==> src/rtl/sqflm_consts.vh <==
// Constants for the sequencer control and field-loss monitor block.
// Assumes an APB master on pclk and a magnitude input from the datapath.
// How it works
// - Control bit 1 runs the measurement sequencer; resets to 1.
// - Control bit 0 selects single-loop operation when 1; resets to 0.
// - Field-lost flag is set and cleared from magnitude versus threshold and hysteresis.
// - Monitor register low byte holds the eight-bit writable loss threshold.
// - Monitor bits 10..8 hold hysteresis, reset 001; upper bits read zero.
// - Control bits 31..2 are reserved and read as zero.
// - Effective minimum magnitude is threshold value times 64.
// - Hysteresis amount is effective threshold shifted right by hysteresis value.
// - Flag sets below threshold; clears only above threshold plus hysteresis.
`ifndef SQFLM_CONSTS_VH
`define SQFLM_CONSTS_VH
// Printed offsets are register indices; byte address is four times the index.
`define SQFLM_IDX_SEQ_CTRL 12'h00E
`define SQFLM_IDX_THRESH 12'h00F
`define SQFLM_IDX_IRQ_STAT 12'h010
`define SQFLM_IDX_IRQ_MASK 12'h011
`define SQFLM_IDX_FLAG 12'h012
`define SQFLM_CTRL_LOOP_BIT 0
`define SQFLM_CTRL_RUN_BIT 1
`define SQFLM_CTRL_RESET 2'h2
`define SQFLM_THR_LSB 0
`define SQFLM_THR_MSB 7
`define SQFLM_HYS_LSB 8
`define SQFLM_HYS_MSB 10
`define SQFLM_THR_RESET 8'h03
`define SQFLM_HYS_RESET 3'h1
`define SQFLM_MASK_RESET 2'h0
`define SQFLM_THR_SCALE_SHIFT 6
`define SQFLM_IRQ_SET_BIT 0
`define SQFLM_IRQ_CLR_BIT 1
`endif

==> src/rtl/sqflm_top.v <==
// Sequencer control register, field-loss monitor and an APB slave for both.
// Assumes a 100 MHz pclk, synchronous inputs and a magnitude sample with a valid strobe.
`include "sqflm_consts.vh"

module sqflm_top #(
	parameter MAG_W = 16
) (
	input wire pclk,
	input wire presetn,
	input wire psel,
	input wire penable,
	input wire pwrite,
	input wire [13:0] paddr,
	input wire [31:0] pwdata,
	output reg [31:0] prdata,
	output wire pready,
	output wire pslverr,
	input wire [MAG_W-1:0] magnitude,
	input wire magnitude_valid,
	output wire seq_run,
	output wire single_loop_select,
	output wire field_lost_flag,
	output wire irq
);

	// ****************************************
	// Bus decode
	// ****************************************
	wire [11:0] idx = paddr[13:2];
	wire acc = psel & penable;
	wire wr = acc & pwrite;
	reg mapped;

	// Zero-wait slave; unmapped indices answer with an error and zero data.
	assign pready = 1'b1;
	assign pslverr = acc & ~mapped;

	always @* begin
		case (idx)
			`SQFLM_IDX_SEQ_CTRL, `SQFLM_IDX_THRESH, `SQFLM_IDX_IRQ_STAT,
			`SQFLM_IDX_IRQ_MASK, `SQFLM_IDX_FLAG: mapped = 1'b1;
			default: mapped = 1'b0;
		endcase
	end

	// ****************************************
	// Registers
	// ****************************************
	reg [1:0] ctrl_q;
	reg [7:0] thr_q;
	reg [2:0] hys_q;
	reg [1:0] stat_q;
	reg [1:0] mask_q;
	reg lost_q;

	assign seq_run = ctrl_q[`SQFLM_CTRL_RUN_BIT];
	assign single_loop_select = ctrl_q[`SQFLM_CTRL_LOOP_BIT];
	assign field_lost_flag = lost_q;
	assign irq = |(stat_q & mask_q);

	always @(posedge pclk or negedge presetn) begin
		if (!presetn) begin
			ctrl_q <= `SQFLM_CTRL_RESET;
			thr_q <= `SQFLM_THR_RESET;
			hys_q <= `SQFLM_HYS_RESET;
			mask_q <= `SQFLM_MASK_RESET;
		end else if (wr) begin
			// Only implemented bits are stored, so reserved bits stay zero.
			if (idx == `SQFLM_IDX_SEQ_CTRL)
				ctrl_q <= pwdata[1:0];
			if (idx == `SQFLM_IDX_THRESH) begin
				thr_q <= pwdata[`SQFLM_THR_MSB:`SQFLM_THR_LSB];
				hys_q <= pwdata[`SQFLM_HYS_MSB:`SQFLM_HYS_LSB];
			end
			if (idx == `SQFLM_IDX_IRQ_MASK)
				mask_q <= pwdata[1:0];
		end
	end

	// ****************************************
	// Field-loss comparison
	// ****************************************
	// Widened so threshold times 64 plus hysteresis never wraps.
	wire [MAG_W+15:0] lim = {{(MAG_W+2){1'b0}}, thr_q, 6'h00};
	wire [MAG_W+15:0] hyst_amt = lim >> hys_q;
	wire [MAG_W+15:0] upper = lim + hyst_amt;
	wire [MAG_W+15:0] mag_w = {16'h0000, magnitude};
	// Comparison is only made on a fresh sample so a halted sequencer freezes the flag.
	wire smp = magnitude_valid & seq_run;
	wire go_lost = smp & ~lost_q & (mag_w < lim);
	wire go_ok = smp & lost_q & (mag_w > upper);

	always @(posedge pclk or negedge presetn) begin
		if (!presetn)
			lost_q <= 1'b0;
		else if (go_lost)
			lost_q <= 1'b1;
		else if (go_ok)
			lost_q <= 1'b0;
	end

	// Sticky events: a new event beats a write-one-to-clear in the same cycle.
	wire [1:0] ev = {go_ok, go_lost};
	wire [1:0] clr = (wr && idx == `SQFLM_IDX_IRQ_STAT) ? pwdata[1:0] : 2'h0;

	always @(posedge pclk or negedge presetn) begin
		if (!presetn)
			stat_q <= 2'h0;
		else
			stat_q <= (stat_q & ~clr) | ev;
	end

	// ****************************************
	// Read data
	// ****************************************
	always @(posedge pclk or negedge presetn) begin
		if (!presetn)
			prdata <= 32'h00000000;
		else if (psel & ~penable & ~pwrite) begin
			case (idx)
				`SQFLM_IDX_SEQ_CTRL: prdata <= {30'h00000000, ctrl_q};
				`SQFLM_IDX_THRESH: prdata <= {21'h000000, hys_q, thr_q};
				`SQFLM_IDX_IRQ_STAT: prdata <= {30'h00000000, stat_q};
				`SQFLM_IDX_IRQ_MASK: prdata <= {30'h00000000, mask_q};
				`SQFLM_IDX_FLAG: prdata <= {31'h00000000, lost_q};
				default: prdata <= 32'h00000000;
			endcase
		end
	end

endmodule // sqflm_top

==> config.mk <==
export PLATFORM = sky130hd
export DESIGN_NAME = sqflm_top
export DESIGN_NICKNAME = d
export VERILOG_FILES = /design/src/rtl/sqflm_top.v
export VERILOG_INCLUDE_DIRS = /design/src /design/src/rtl
export SDC_FILE = /design/constraint.sdc
export NUM_CORES = 1
export LEC_CHECK = 0
export BUFFER_PORTS_ARGS = -buffer_cell sky130_fd_sc_hd__buf_4
export CAP_MARGIN = 0
export CORE_MARGIN = 1.5
export CORE_UTILIZATION = 40
export DETAILED_ROUTE_END_ITERATION = 10
export PLACE_DENSITY = 0.68
export RECOVER_POWER = 25
export SLEW_MARGIN = 10
export SYNTH_ARGS = -nofsm -noshare
export SYNTH_HDL_FRONTEND = slang
export SYNTH_SLANG_ARGS = --single-unit
==> constraint.sdc <==
create_clock -name pclk -period 4.6 [get_ports pclk]
set_clock_uncertainty 0.2 [all_clocks]
set_input_delay 0.69 -clock pclk [delete_from_list [all_inputs] [get_ports pclk]]
set_output_delay 0.69 -clock pclk [all_outputs]
set_load 0.05 [all_outputs]
# After elaboration in Yosys (flattened, before gate mapping)
# Index checks and enable logic that the tools add are counted.
[word_totals]
ff_bits = 50
latchBits = 0
ramBits = 0
rom_bits = 0
out_inout_bits = 38
word_cells = 46
memories = 0
[classes]
add_sub_neg = 1
n_mul = 0
div_mod_pow = 0
order_cmp = 2
n_eq_ne = 5
shifts = 1
n_mux = 5
n_bitwise = 18
reduce_logical = 7
[ops]
columns = ["operator", "n"]
rows = [
  ["one-hot mux 11 bit (5 select lines)", 1],
  ["== test 12 x 5 -> 1 bit, second input constant", 3],
  ["adder 14 x 32 -> 32 bit", 1],
  ["greater-than comparator 16 x 32 -> 1 bit", 1],
  ["right shift 14 x 3 -> 32 bit", 1],
  ["== test 12 x 4 -> 1 bit, second input constant", 2],
  ["< comparator 16 x 14 -> 1 bit", 1],
  ["AND 1 bit", 10],
  ["AND reduction 2 bit", 3],
  ["OR reduction 5 bit", 1],
  ["AND 2 bit", 2],
  ["inverter 1 bit", 4],
  ["two-way mux 1 bit", 3],
  ["two-way mux 2 bit", 1],
  ["inverter 2 bit", 1],
  ["bitwise OR 2 bit", 1],
  ["nonzero test 2 bit", 1],
  ["OR reduction 2 bit", 1],
  ["logical AND 1 bit", 1],
]

# Depth between registers and ports, before layout
# Gate-level depths: netlist of the first run.
[logic_depth]
depth_word = 7
ltp_mapped = 18
ltp_nobuf = 17

# Worst setup path before layout of the first run
# No wires, ideal clock.
[synth_timing]
path_kind = "register to register"
start = "reg hys_q[0]"
end = "reg lost_q (netlist: field_lost_flag)"
setup_ns = 0.126
arrival_time_ns = 3.849
required_time_ns = 4.274
slack_ns = 0.425
path_stages_with_launch = 19
n_path_buf = 2
period_less_slack_ns = 4.175
path_cell_list = "dfstp_2 -> clkbuf_1 -> clkbuf_1 -> nand2_1 -> o21ai_0 -> mux2i_1 -> ha_1 -> fa_1 -> a21o_1 -> a21oi_1 -> o21ai_0 -> nor2_1 -> xor2_1 -> ha_1 -> nand4b_1 -> nor4_1 -> a21boi_1 -> a21oi_1 -> a311o_1"
[synth_between]
elab_chain_cells = 5
[synth_rtl]
columns = ["item", "line", "rtl"]
rows = [
  ["from (decl)", "sqflm_top.v:51", "reg [2:0] hys_q;"],
  ["from (signal assigned)", "sqflm_top.v:65", "hys_q <= `SQFLM_HYS_RESET;"],
  ["from (signal assigned)", "sqflm_top.v:73", "hys_q <= pwdata[`SQFLM_HYS_MSB:`SQFLM_HYS_LSB];"],
  ["right shift 14 x 3 -> 32 bit", "sqflm_top.v:85", "wire [MAG_W+15:0] hyst_amt = lim >> hys_q;"],
  ["adder 14 x 32 -> 32 bit", "sqflm_top.v:86", "wire [MAG_W+15:0] upper = lim + hyst_amt;"],
  ["greater-than comparator 16 x 32 -> 1 bit", "sqflm_top.v:91", "wire go_ok = smp & lost_q & (mag_w > upper);"],
  ["AND 1 bit", "sqflm_top.v:91", ""],
  ["nonzero test 2 bit (no source line)", "-", ""],
  ["to (signal assigned)", "sqflm_top.v:95", "lost_q <= 1'b0;"],
  ["to (signal assigned)", "sqflm_top.v:97", "lost_q <= 1'b1;"],
  ["to (signal assigned)", "sqflm_top.v:99", "lost_q <= 1'b0;"],
  ["to (decl)", "sqflm_top.v:54", "reg lost_q;"],
]
# Every way passes these cells.
# A chain may end at the register's enable or synchronous reset.

# Worst setup path in the final report of the first run
[layout_timing]
start = "reg hys_q[1]"
end = "reg lost_q (netlist: field_lost_flag)"
# The elaborated chain is that of the path after synthesis.

==> results of run 1 <==
==> cell type report <==
| cell class | count | area (sq um) |
|---|---|---|
| multi-input cells | 227 | 1660 |
| clock buffers | 6 | 72.6 |
| repair buffers | 65 | 484 |
| well taps | 77 | 96.3 |
| clock inverters | 2 | 10.0 |
| inverters | 13 | 48.8 |
| fillers | 636 | 3170 |
| flip-flops and latches | 29 | 731 |
==> sequential cells by signal, indices dropped and copies added, names as in the netlist <==
name,flops
thr_q,8
prdata,11
mask_q,2
stat_q,2
field_lost_flag,1
ctrl_q,2
hys_q,3
==> stage by stage <==
step                cell area (sq um)  util [%]  hold WS (ps)  power, W  setup slack (ps)
global placement                 3020      48.1           264  0.000374               340
CTS                              3100      49.4           129  0.000573               216
finish                           3110      49.5           277  0.000568               289
floorplan                        2650         -           194  0.000344               425
global route                     3110      49.5           297  0.000597              57.4
detailed placement               3020      48.1           268  0.000375               244
==> layer usage <==
metal / vias to the layer above / routed length, microns / part of all wire, %
met4: 0 / 72 / 1.2
met2: 53 / 2770 / 47
met5: - / 0 / 0
met3: 6 / 272 / 4.6
li1: 1099 / - / -
met1: 1009 / 2750 / 47
==> power by group through the flow <==
stage / combinational, W / sequential, W / clock, W
3_3_place_gp: 0.000113 / 0.000261 / 0
5_1_grt: 0.000124 / 0.000256 / 0.000217
2_1_floorplan: 0.0000827 / 0.000261 / 0
3_5_place_dp: 0.000114 / 0.000261 / 0
6_report: 0.000114 / 0.000256 / 0.000198
4_1_cts: 0.000114 / 0.000256 / 0.000202
==> cells in the final DEF, fill, tap and decap left out, types with 2 or more instances in the layout <==
cell type | synthesis | routed
or2_2 | 2 | 2
mux2_4 | 2 | 2
nor2_1 | 13 | 13
nand3_1 | 2 | 2
conb_1 | 2 | 22
clkbuf_1 | 4 | 2
a2111oi_0 | 2 | 2
mux2_2 | 12 | 12
a22o_1 | 10 | 10
clkinv_2 | 0 | 2
xor2_1 | 4 | 4
inv_1 | 13 | 13
dfrtp_1 | 25 | 25
nand2_1 | 31 | 31
nand2b_1 | 3 | 3
clkbuf_8 | 0 | 5
buf_4 | 22 | 64
a21oi_1 | 14 | 14
ha_1 | 30 | 30
a31oi_1 | 2 | 2
a22oi_1 | 2 | 2
dfstp_2 | 4 | 4
a21o_1 | 5 | 5
nor4_1 | 3 | 2
o22ai_1 | 2 | 2
xnor2_1 | 2 | 2
o211a_1 | 2 | 2
nand4_1 | 4 | 4
o21ai_0 | 17 | 17
mux2i_1 | 9 | 9
nor3_1 | 7 | 7
==> Yosys cell counts, drive strengths merged (3+ instances only) <==
library cell	n	area, sq um
nand2	32	128
ha	30	375
buf	28	199
dfrtp	25	626
o21ai	17	85.1
a21oi	14	70.1
mux2	14	165
inv	13	48.8
nor2	13	48.8
a22o	10	87.6
mux2i	9	90.1
nor3	9	61.3
a21o	5	37.5
clkbuf	4	15.0
dfstp	4	105
nand4	4	25.0
nor4	4	40.0
xor2	4	35.0
nand2b	3	18.8
==> cells by family (layout without fill, tap and decap cells) <==
logic type | count (synthesis) | count (layout)
AO/OA/AOI/OAI | 66 | 66
XOR/XNOR | 6 | 6
adder cells (fa/ha/maj) | 31 | 31
buffers and inverters | 45 | 86
flip-flops | 29 | 29
multiplexers | 23 | 23
other | 2 | 22
AND/OR/NAND/NOR | 79 | 79
==> critical path: cells and delay by family, from the launching register on <==
kind,cells,cell delay (ps)
AO/OA/AOI/OAI,7,1530
adder cells (fa/ha/maj),3,840
buffers and inverters,1,190
flip-flops,1,380
multiplexers,3,510
AND/OR/NAND/NOR,2,540
==> worst max-delay path by stage <==
stage | start | endpoint | slack [ps]
2_1_floorplan | hys_q[0] | field_lost_flag | 420
3_3_place_gp | hys_q[1] | field_lost_flag | 340
3_5_place_dp | hys_q[1] | field_lost_flag | 240
4_1_cts | hys_q[1] | field_lost_flag | 220
5_1_grt | hys_q[1] | field_lost_flag | 60
6_report | hys_q[1] | field_lost_flag | 290
==> flow_summary.yaml, run 1 <==
finish:
  area_delta_synth_final_pct: 20.6
  nets: 440
  fin_cells: 419
  antenna_cells: 0
  drive_above_1_share_pct: 28.4
clock_tree:
  cts_tree: "yes"
  clkSinkCount: 29
  cts_hold_buf: 0
  cts-root-buf: "clkbuf_8"
  cts_max_level: 2
  clockBufferDepth: 2
  clk_pin_slew_ps: 60
  clk_latency_ps: 280
  cts_resized: 0
  cts_setup_buffers: 0
  numCtsBuffers: 5
route:
  drc: 0
  num_vias: 2167
  post_drt_wl_per_cell_microns: 14.0
  wirelength_microns: 5870
  avgViaCountPerCell: 5.17
  drt_iter0_markers: 138
  ant_nets: 0
  drt_pass1_iterations: 4
hold_path:
  holdPathEnd: "prdata[0]"
  hold_path_depth: 2
  hold_path_startpoint: "prdata[0]"
  hold_class: "reg -> reg"
timing:
  rsz0062_at_grt: "no"
  fin_crit_ps: 4310
  finalSetupTns_ps: 0
  hold_viol: 0
  fin_crit_sh_pct: 93.7
  tightest_slew_ps: 1590
  finalSetupViolations: 0
  fmax_ghz: 0.232
  maxSlewViolCount: 30
  max_slew_margin_pct: -5.95
global_route:
  antenna_found_initial: 0
  grt_max_degree: 30
  overflow: 0
  grt_pass1_wl_microns: 9800
  top_usage_layer: "met2"
  use_met2_pct: 28.5
  grt.total_usage_pct: 17.4
  grt_pass1_vias: 2098
  grt_use_met1_pct: 23.6
  met3_usage_pct: 2.78
worst_setup_path:
  path_class: "reg -> reg"
  cp.required_ps: 4560
  critPathLaunchType: "flip-flop"
  cp-end-kind: "flip-flop"
  crit_path_cell_trace: "buf_4 > mux2i_1 > mux2_2 > mux2i_1 > ha_1 > fa_1 > a21o_1 > a21oi_1 > o21ai_0 > o41ai_1 > ha_1 > nand4b_1 > nor4_2 > a21boi_1 > a21oi_1 > a311o_1"
  reg2reg_depth: 16
  r2r_end: "field_lost_flag"
  ff2ff_setup_slack_ps: 290
  path_max_fanout: 9
  arrival_ps: 4270
  critPathSlowestCell: "fa_1"
  cpPeakStageDelay_ps: 410
  r2r-start: "hys_q[1]"
floorplanning:
  rows: 29
  die_w_microns: 83.2
  die-area_sq_mm: 0.00693
  core_sq_mm: 0.00628
  start_util_pct: 41.0
  die_h_microns: 83.2
  io_pins: 106
logic_synthesis:
  yosys.area_share.simple_pct: 16.7
  synthCells: 281
  syn_area_sq_mm: 0.00257
  synth_edf_count: 0
  synth_adder_area_share_pct: 15.4
  yosysUniqueCellTypes: 57
  synthXorXnorAreaFrac_pct: 2.04
  synth_compound_area_share_pct: 17.1
  synth_area_per_cell_sq_um: 9.16
  async_flop_share_pct: 100
  ys.flop_type: "dfrtp_1"
  yosys_warnings: 0
  synth_top_family_by_area: "compound AO/OA/AOI/OAI gates"
  seq_area_frac_synth_pct: 28.4
  synth.mux.area_fraction_pct: 9.91
  ys_ff_latch: 29
pwr:
  power_frac_seq_pct: 45.1
  internal_power_w: 0.000399
  ir_drop_v: 0.000104
  clockPowerShare_pct: 34.8
  leakage_nw: 1.56
  power_density_mw_per_mm2: 183
  combPwrFrac_pct: 20.1
  sw_frac_of_total_pct: 29.7
  power.switching_w: 0.000169
run:
  cap_viol_max_count: 1
outcome:
  failed_checks: "capacitance limit, slew limit"
  outcome: "finished, violations left"
placement:
  hpwl_microns: 4810
  port_buffers: 60
  gp_congestion: 0.820
  place_inst: 411
Note: power is estimated with default switching activity, not from simulation.
==> inputs of run 2 (changes only) <==
ABC_AREA = 1   (was not set)
PLACE_DENSITY = 0.67   (was 0.68)
==> run 2 against run 1 <==
The flow still finishes with violations (capacitance limit, slew limit); worst hold slack improved by 15 ps; design area grew 8.1%; die area grew 9.3%; via count increased by 12%; first-iteration DRC count decreased by 38%; critical path type unchanged; critical endpoint unchanged; largest cell class unchanged; highest routed layer unchanged.
==> flow_summary.yaml, run 2 <==
outcome:
  outcome: "finished, violations left"
  failed_checks: "capacitance limit, slew limit"
worst_setup_path:
  cpPeakStageDelay_ps: 480
  critPathSlowestCell: "dfrtp_1"
  crit_path_cell_trace: "inv_1 > mux2i_1 > o21ai_1 > ha_1 > fa_1 > nand3_1 > nand3_1 > nand2_1 > nand2_1 > a21oi_1 > xor2_1 > ha_1 > nand2_1 > nor2_1 > nand2_1 > nor2_1 > nand2_1 > nand3_1 > nand2_1 > nand2_1 > nand2_1"
  cp-end-kind: "flip-flop"
  crit_family: "simple AND/OR/NAND/NOR gates"
  ff2ff_setup_slack_ps: 770
  worst-path-buf-inv: 1
  crit_top_cell: "nand2_1"
  path_max_fanout: 12
  cp.required_ps: 4580
  critPathLaunchType: "flip-flop"
  path_class: "reg -> reg"
  arrival_ps: 3810
finish:
  multi_input_area_sq_mm: 0.00180
  antenna_cells: 0
  regMostFlops: "prdata"
  nets: 528
  reg_top3: "prdata x11, thr_q x8, hys_q x3"
  drive_above_1_share_pct: 26.0
  final_cell_mix: "80 x nand2_1, 59 x buf_4, 37 x inv_1"
  largest_reg_flops: 11
  register_area_sq_um: 731
  final_common_cell: "nand2_1"
  fill_cells: 683
  area_delta_synth_final_pct: 18.9
  final_util_pct: 49.4
clock_tree:
  cts_resized: 0
  cts_setup_buffers: 0
  clockBufferDepth: 2
  cts_hold_buf: 0
  clkSinkCount: 29
  cts-root-buf: "clkbuf_8"
  cts_max_level: 2
  clk_pin_slew_ps: 70
  cts_tree: "yes"
  clk_latency_ps: 280
  numCtsBuffers: 5
floorplanning:
  die_w_microns: 87.0
  die-area_sq_mm: 0.00757
  io_pins: 106
  rows: 30
  core_sq_mm: 0.00679
  start_util_pct: 41.6
  die_h_microns: 87.0
logic_synthesis:
  yosysUniqueCellTypes: 42
  synth_area_per_cell_sq_um: 7.59
  seq_area_frac_synth_pct: 25.9
  syn_area_sq_mm: 0.00282
  ys_ff_latch: 29
  yosysMostFrequentCell: "nand2_1"
  synthCells: 372
  synth_edf_count: 0
  async_flop_share_pct: 100
  ys.flop_type: "dfrtp_1"
  ys_top_cells_by_count: "80 x nand2_1, 37 x inv_1, 30 x ha_1"
  yosys_warnings: 0
  yosysTopAreaCell: "dfrtp_1"
  synth.top_cell.area_share_pct: 22.2
  yosys-top-cells-area: "dfrtp_1 22%, ha_1 13%, nand2_1 11%"
route:
  drc: 0
  ant_nets: 0
  wirelength_microns: 6070
  avgViaCountPerCell: 4.61
  drt_iter0_markers: 86
  post_drt_wl_per_cell_microns: 11.5
  num_vias: 2426
  drt_pass1_iterations: 4
placement:
  hpwl_microns: 5100
  port_buffers: 60
  gp_congestion: 0.885
pwr:
  ir_drop_v: 0.000140
  combPwrFrac_pct: 20.0
  power_density_mw_per_mm2: 200
  power.switching_w: 0.000193
  power_frac_seq_pct: 38.8
  clockPowerShare_pct: 41.2
  internal_power_w: 0.000477
  sw_frac_of_total_pct: 28.8
  total_power_w: 0.000670
  leakage_nw: 1.83
timing:
  hold_viol: 0
  max_slew_margin_pct: -0.848
  rsz0062_at_grt: "no"
  finalSetupViolations: 0
  fmax_ghz: 0.261
  fin_crit_ps: 3830
  finalSetupTns_ps: 0
  tightest_slew_ps: 1510
  maxSlewViolCount: 30
  fin_crit_sh_pct: 83.3
global_route:
  grt_pass1_wl_microns: 10100
  grt_pass1_vias: 2230
  antenna_found_initial: 0
  grt.total_usage_pct: 16.7
  grt_max_degree: 30
  overflow: 0
hold_path:
  hold_class: "reg -> reg"
run:
  cap_viol_max_count: 1
-- run 2: path summary, 6_finish.rpt --
kind	startpoint	end	depth (start not counted)
setup / recovery	hys_q[1]	field_lost_flag	21
hold / removal	prdata[2]	prdata[2]	2
setup reg to reg	hys_q[1]	field_lost_flag	21
hold reg to reg	prdata[2]	prdata[2]	2
max in group asynchronous	presetn	prdata[1]	1
min in group asynchronous	presetn	thr_q[7]	1
-- run 2: kinds of logic after synthesis --
group           Yosys count  synth area share [%]
fa+ha+maj                31                  14.0
mux                       3                  1.06
compound gates           70                  16.8
buf+inv                  69                  13.2
simple gates            162                  26.9
xor+xnor                  6                  1.86
other cells               2                 0.266
flops                    29                  25.9
-- run 2: per-layer routing --
| metal | global-route usage, % | wire (microns) | up-vias |
|---|---|---|---|
| met5 | 0 | 0 | - |
| met4 | 1.32 | 27 | 0 |
| met3 | 3.70 | 300 | 3 |
| met2 | 28.9 | 2900 | 61 |
| met1 | 22.3 | 2850 | 1053 |
| li1 | - | - | 1309 |
-- run 2: layout make-up --
cell class                 instances  share of cell area, %
multi-input combinational        294                   53.5
sequential                        29                   21.8
timing repair buffer              60                   13.3
inverter                          39                   4.36
tap                               96                   3.58
clock buffer                       7                   2.57
clock inverter                     1                  0.895
-- run 2: power by group through the flow --
stage	Clock, W	Combinational, W	Sequential, W
after detailed placement	0	0.000135	0.000265
after floorplan	0	0.0000891	0.000275
final	0.000276	0.000134	0.000260
after CTS	0.000282	0.000136	0.000260
after global routing	0.000292	0.000147	0.000260
after global placement	0	0.000133	0.000265
-- run 2: tightest hold or removal path, stage by stage (launching register included) --
cell and delay [ps]:
dfrtp_1 340, nand2_1 60, o31ai_2 50
-- run 2: through the flow --
stage / area, sq um / cells / hold WS (ps) / worst slack (ps)
floorplan: 2900 / 392 / 194 / 1230
global placement: 3240 / 518 / 273 / 790
detailed placement: 3240 / 518 / 278 / 737
CTS: 3360 / 526 / 122 / 727
global route: 3360 / 526 / 315 / 343
finish: 3360 / 526 / 292 / 768
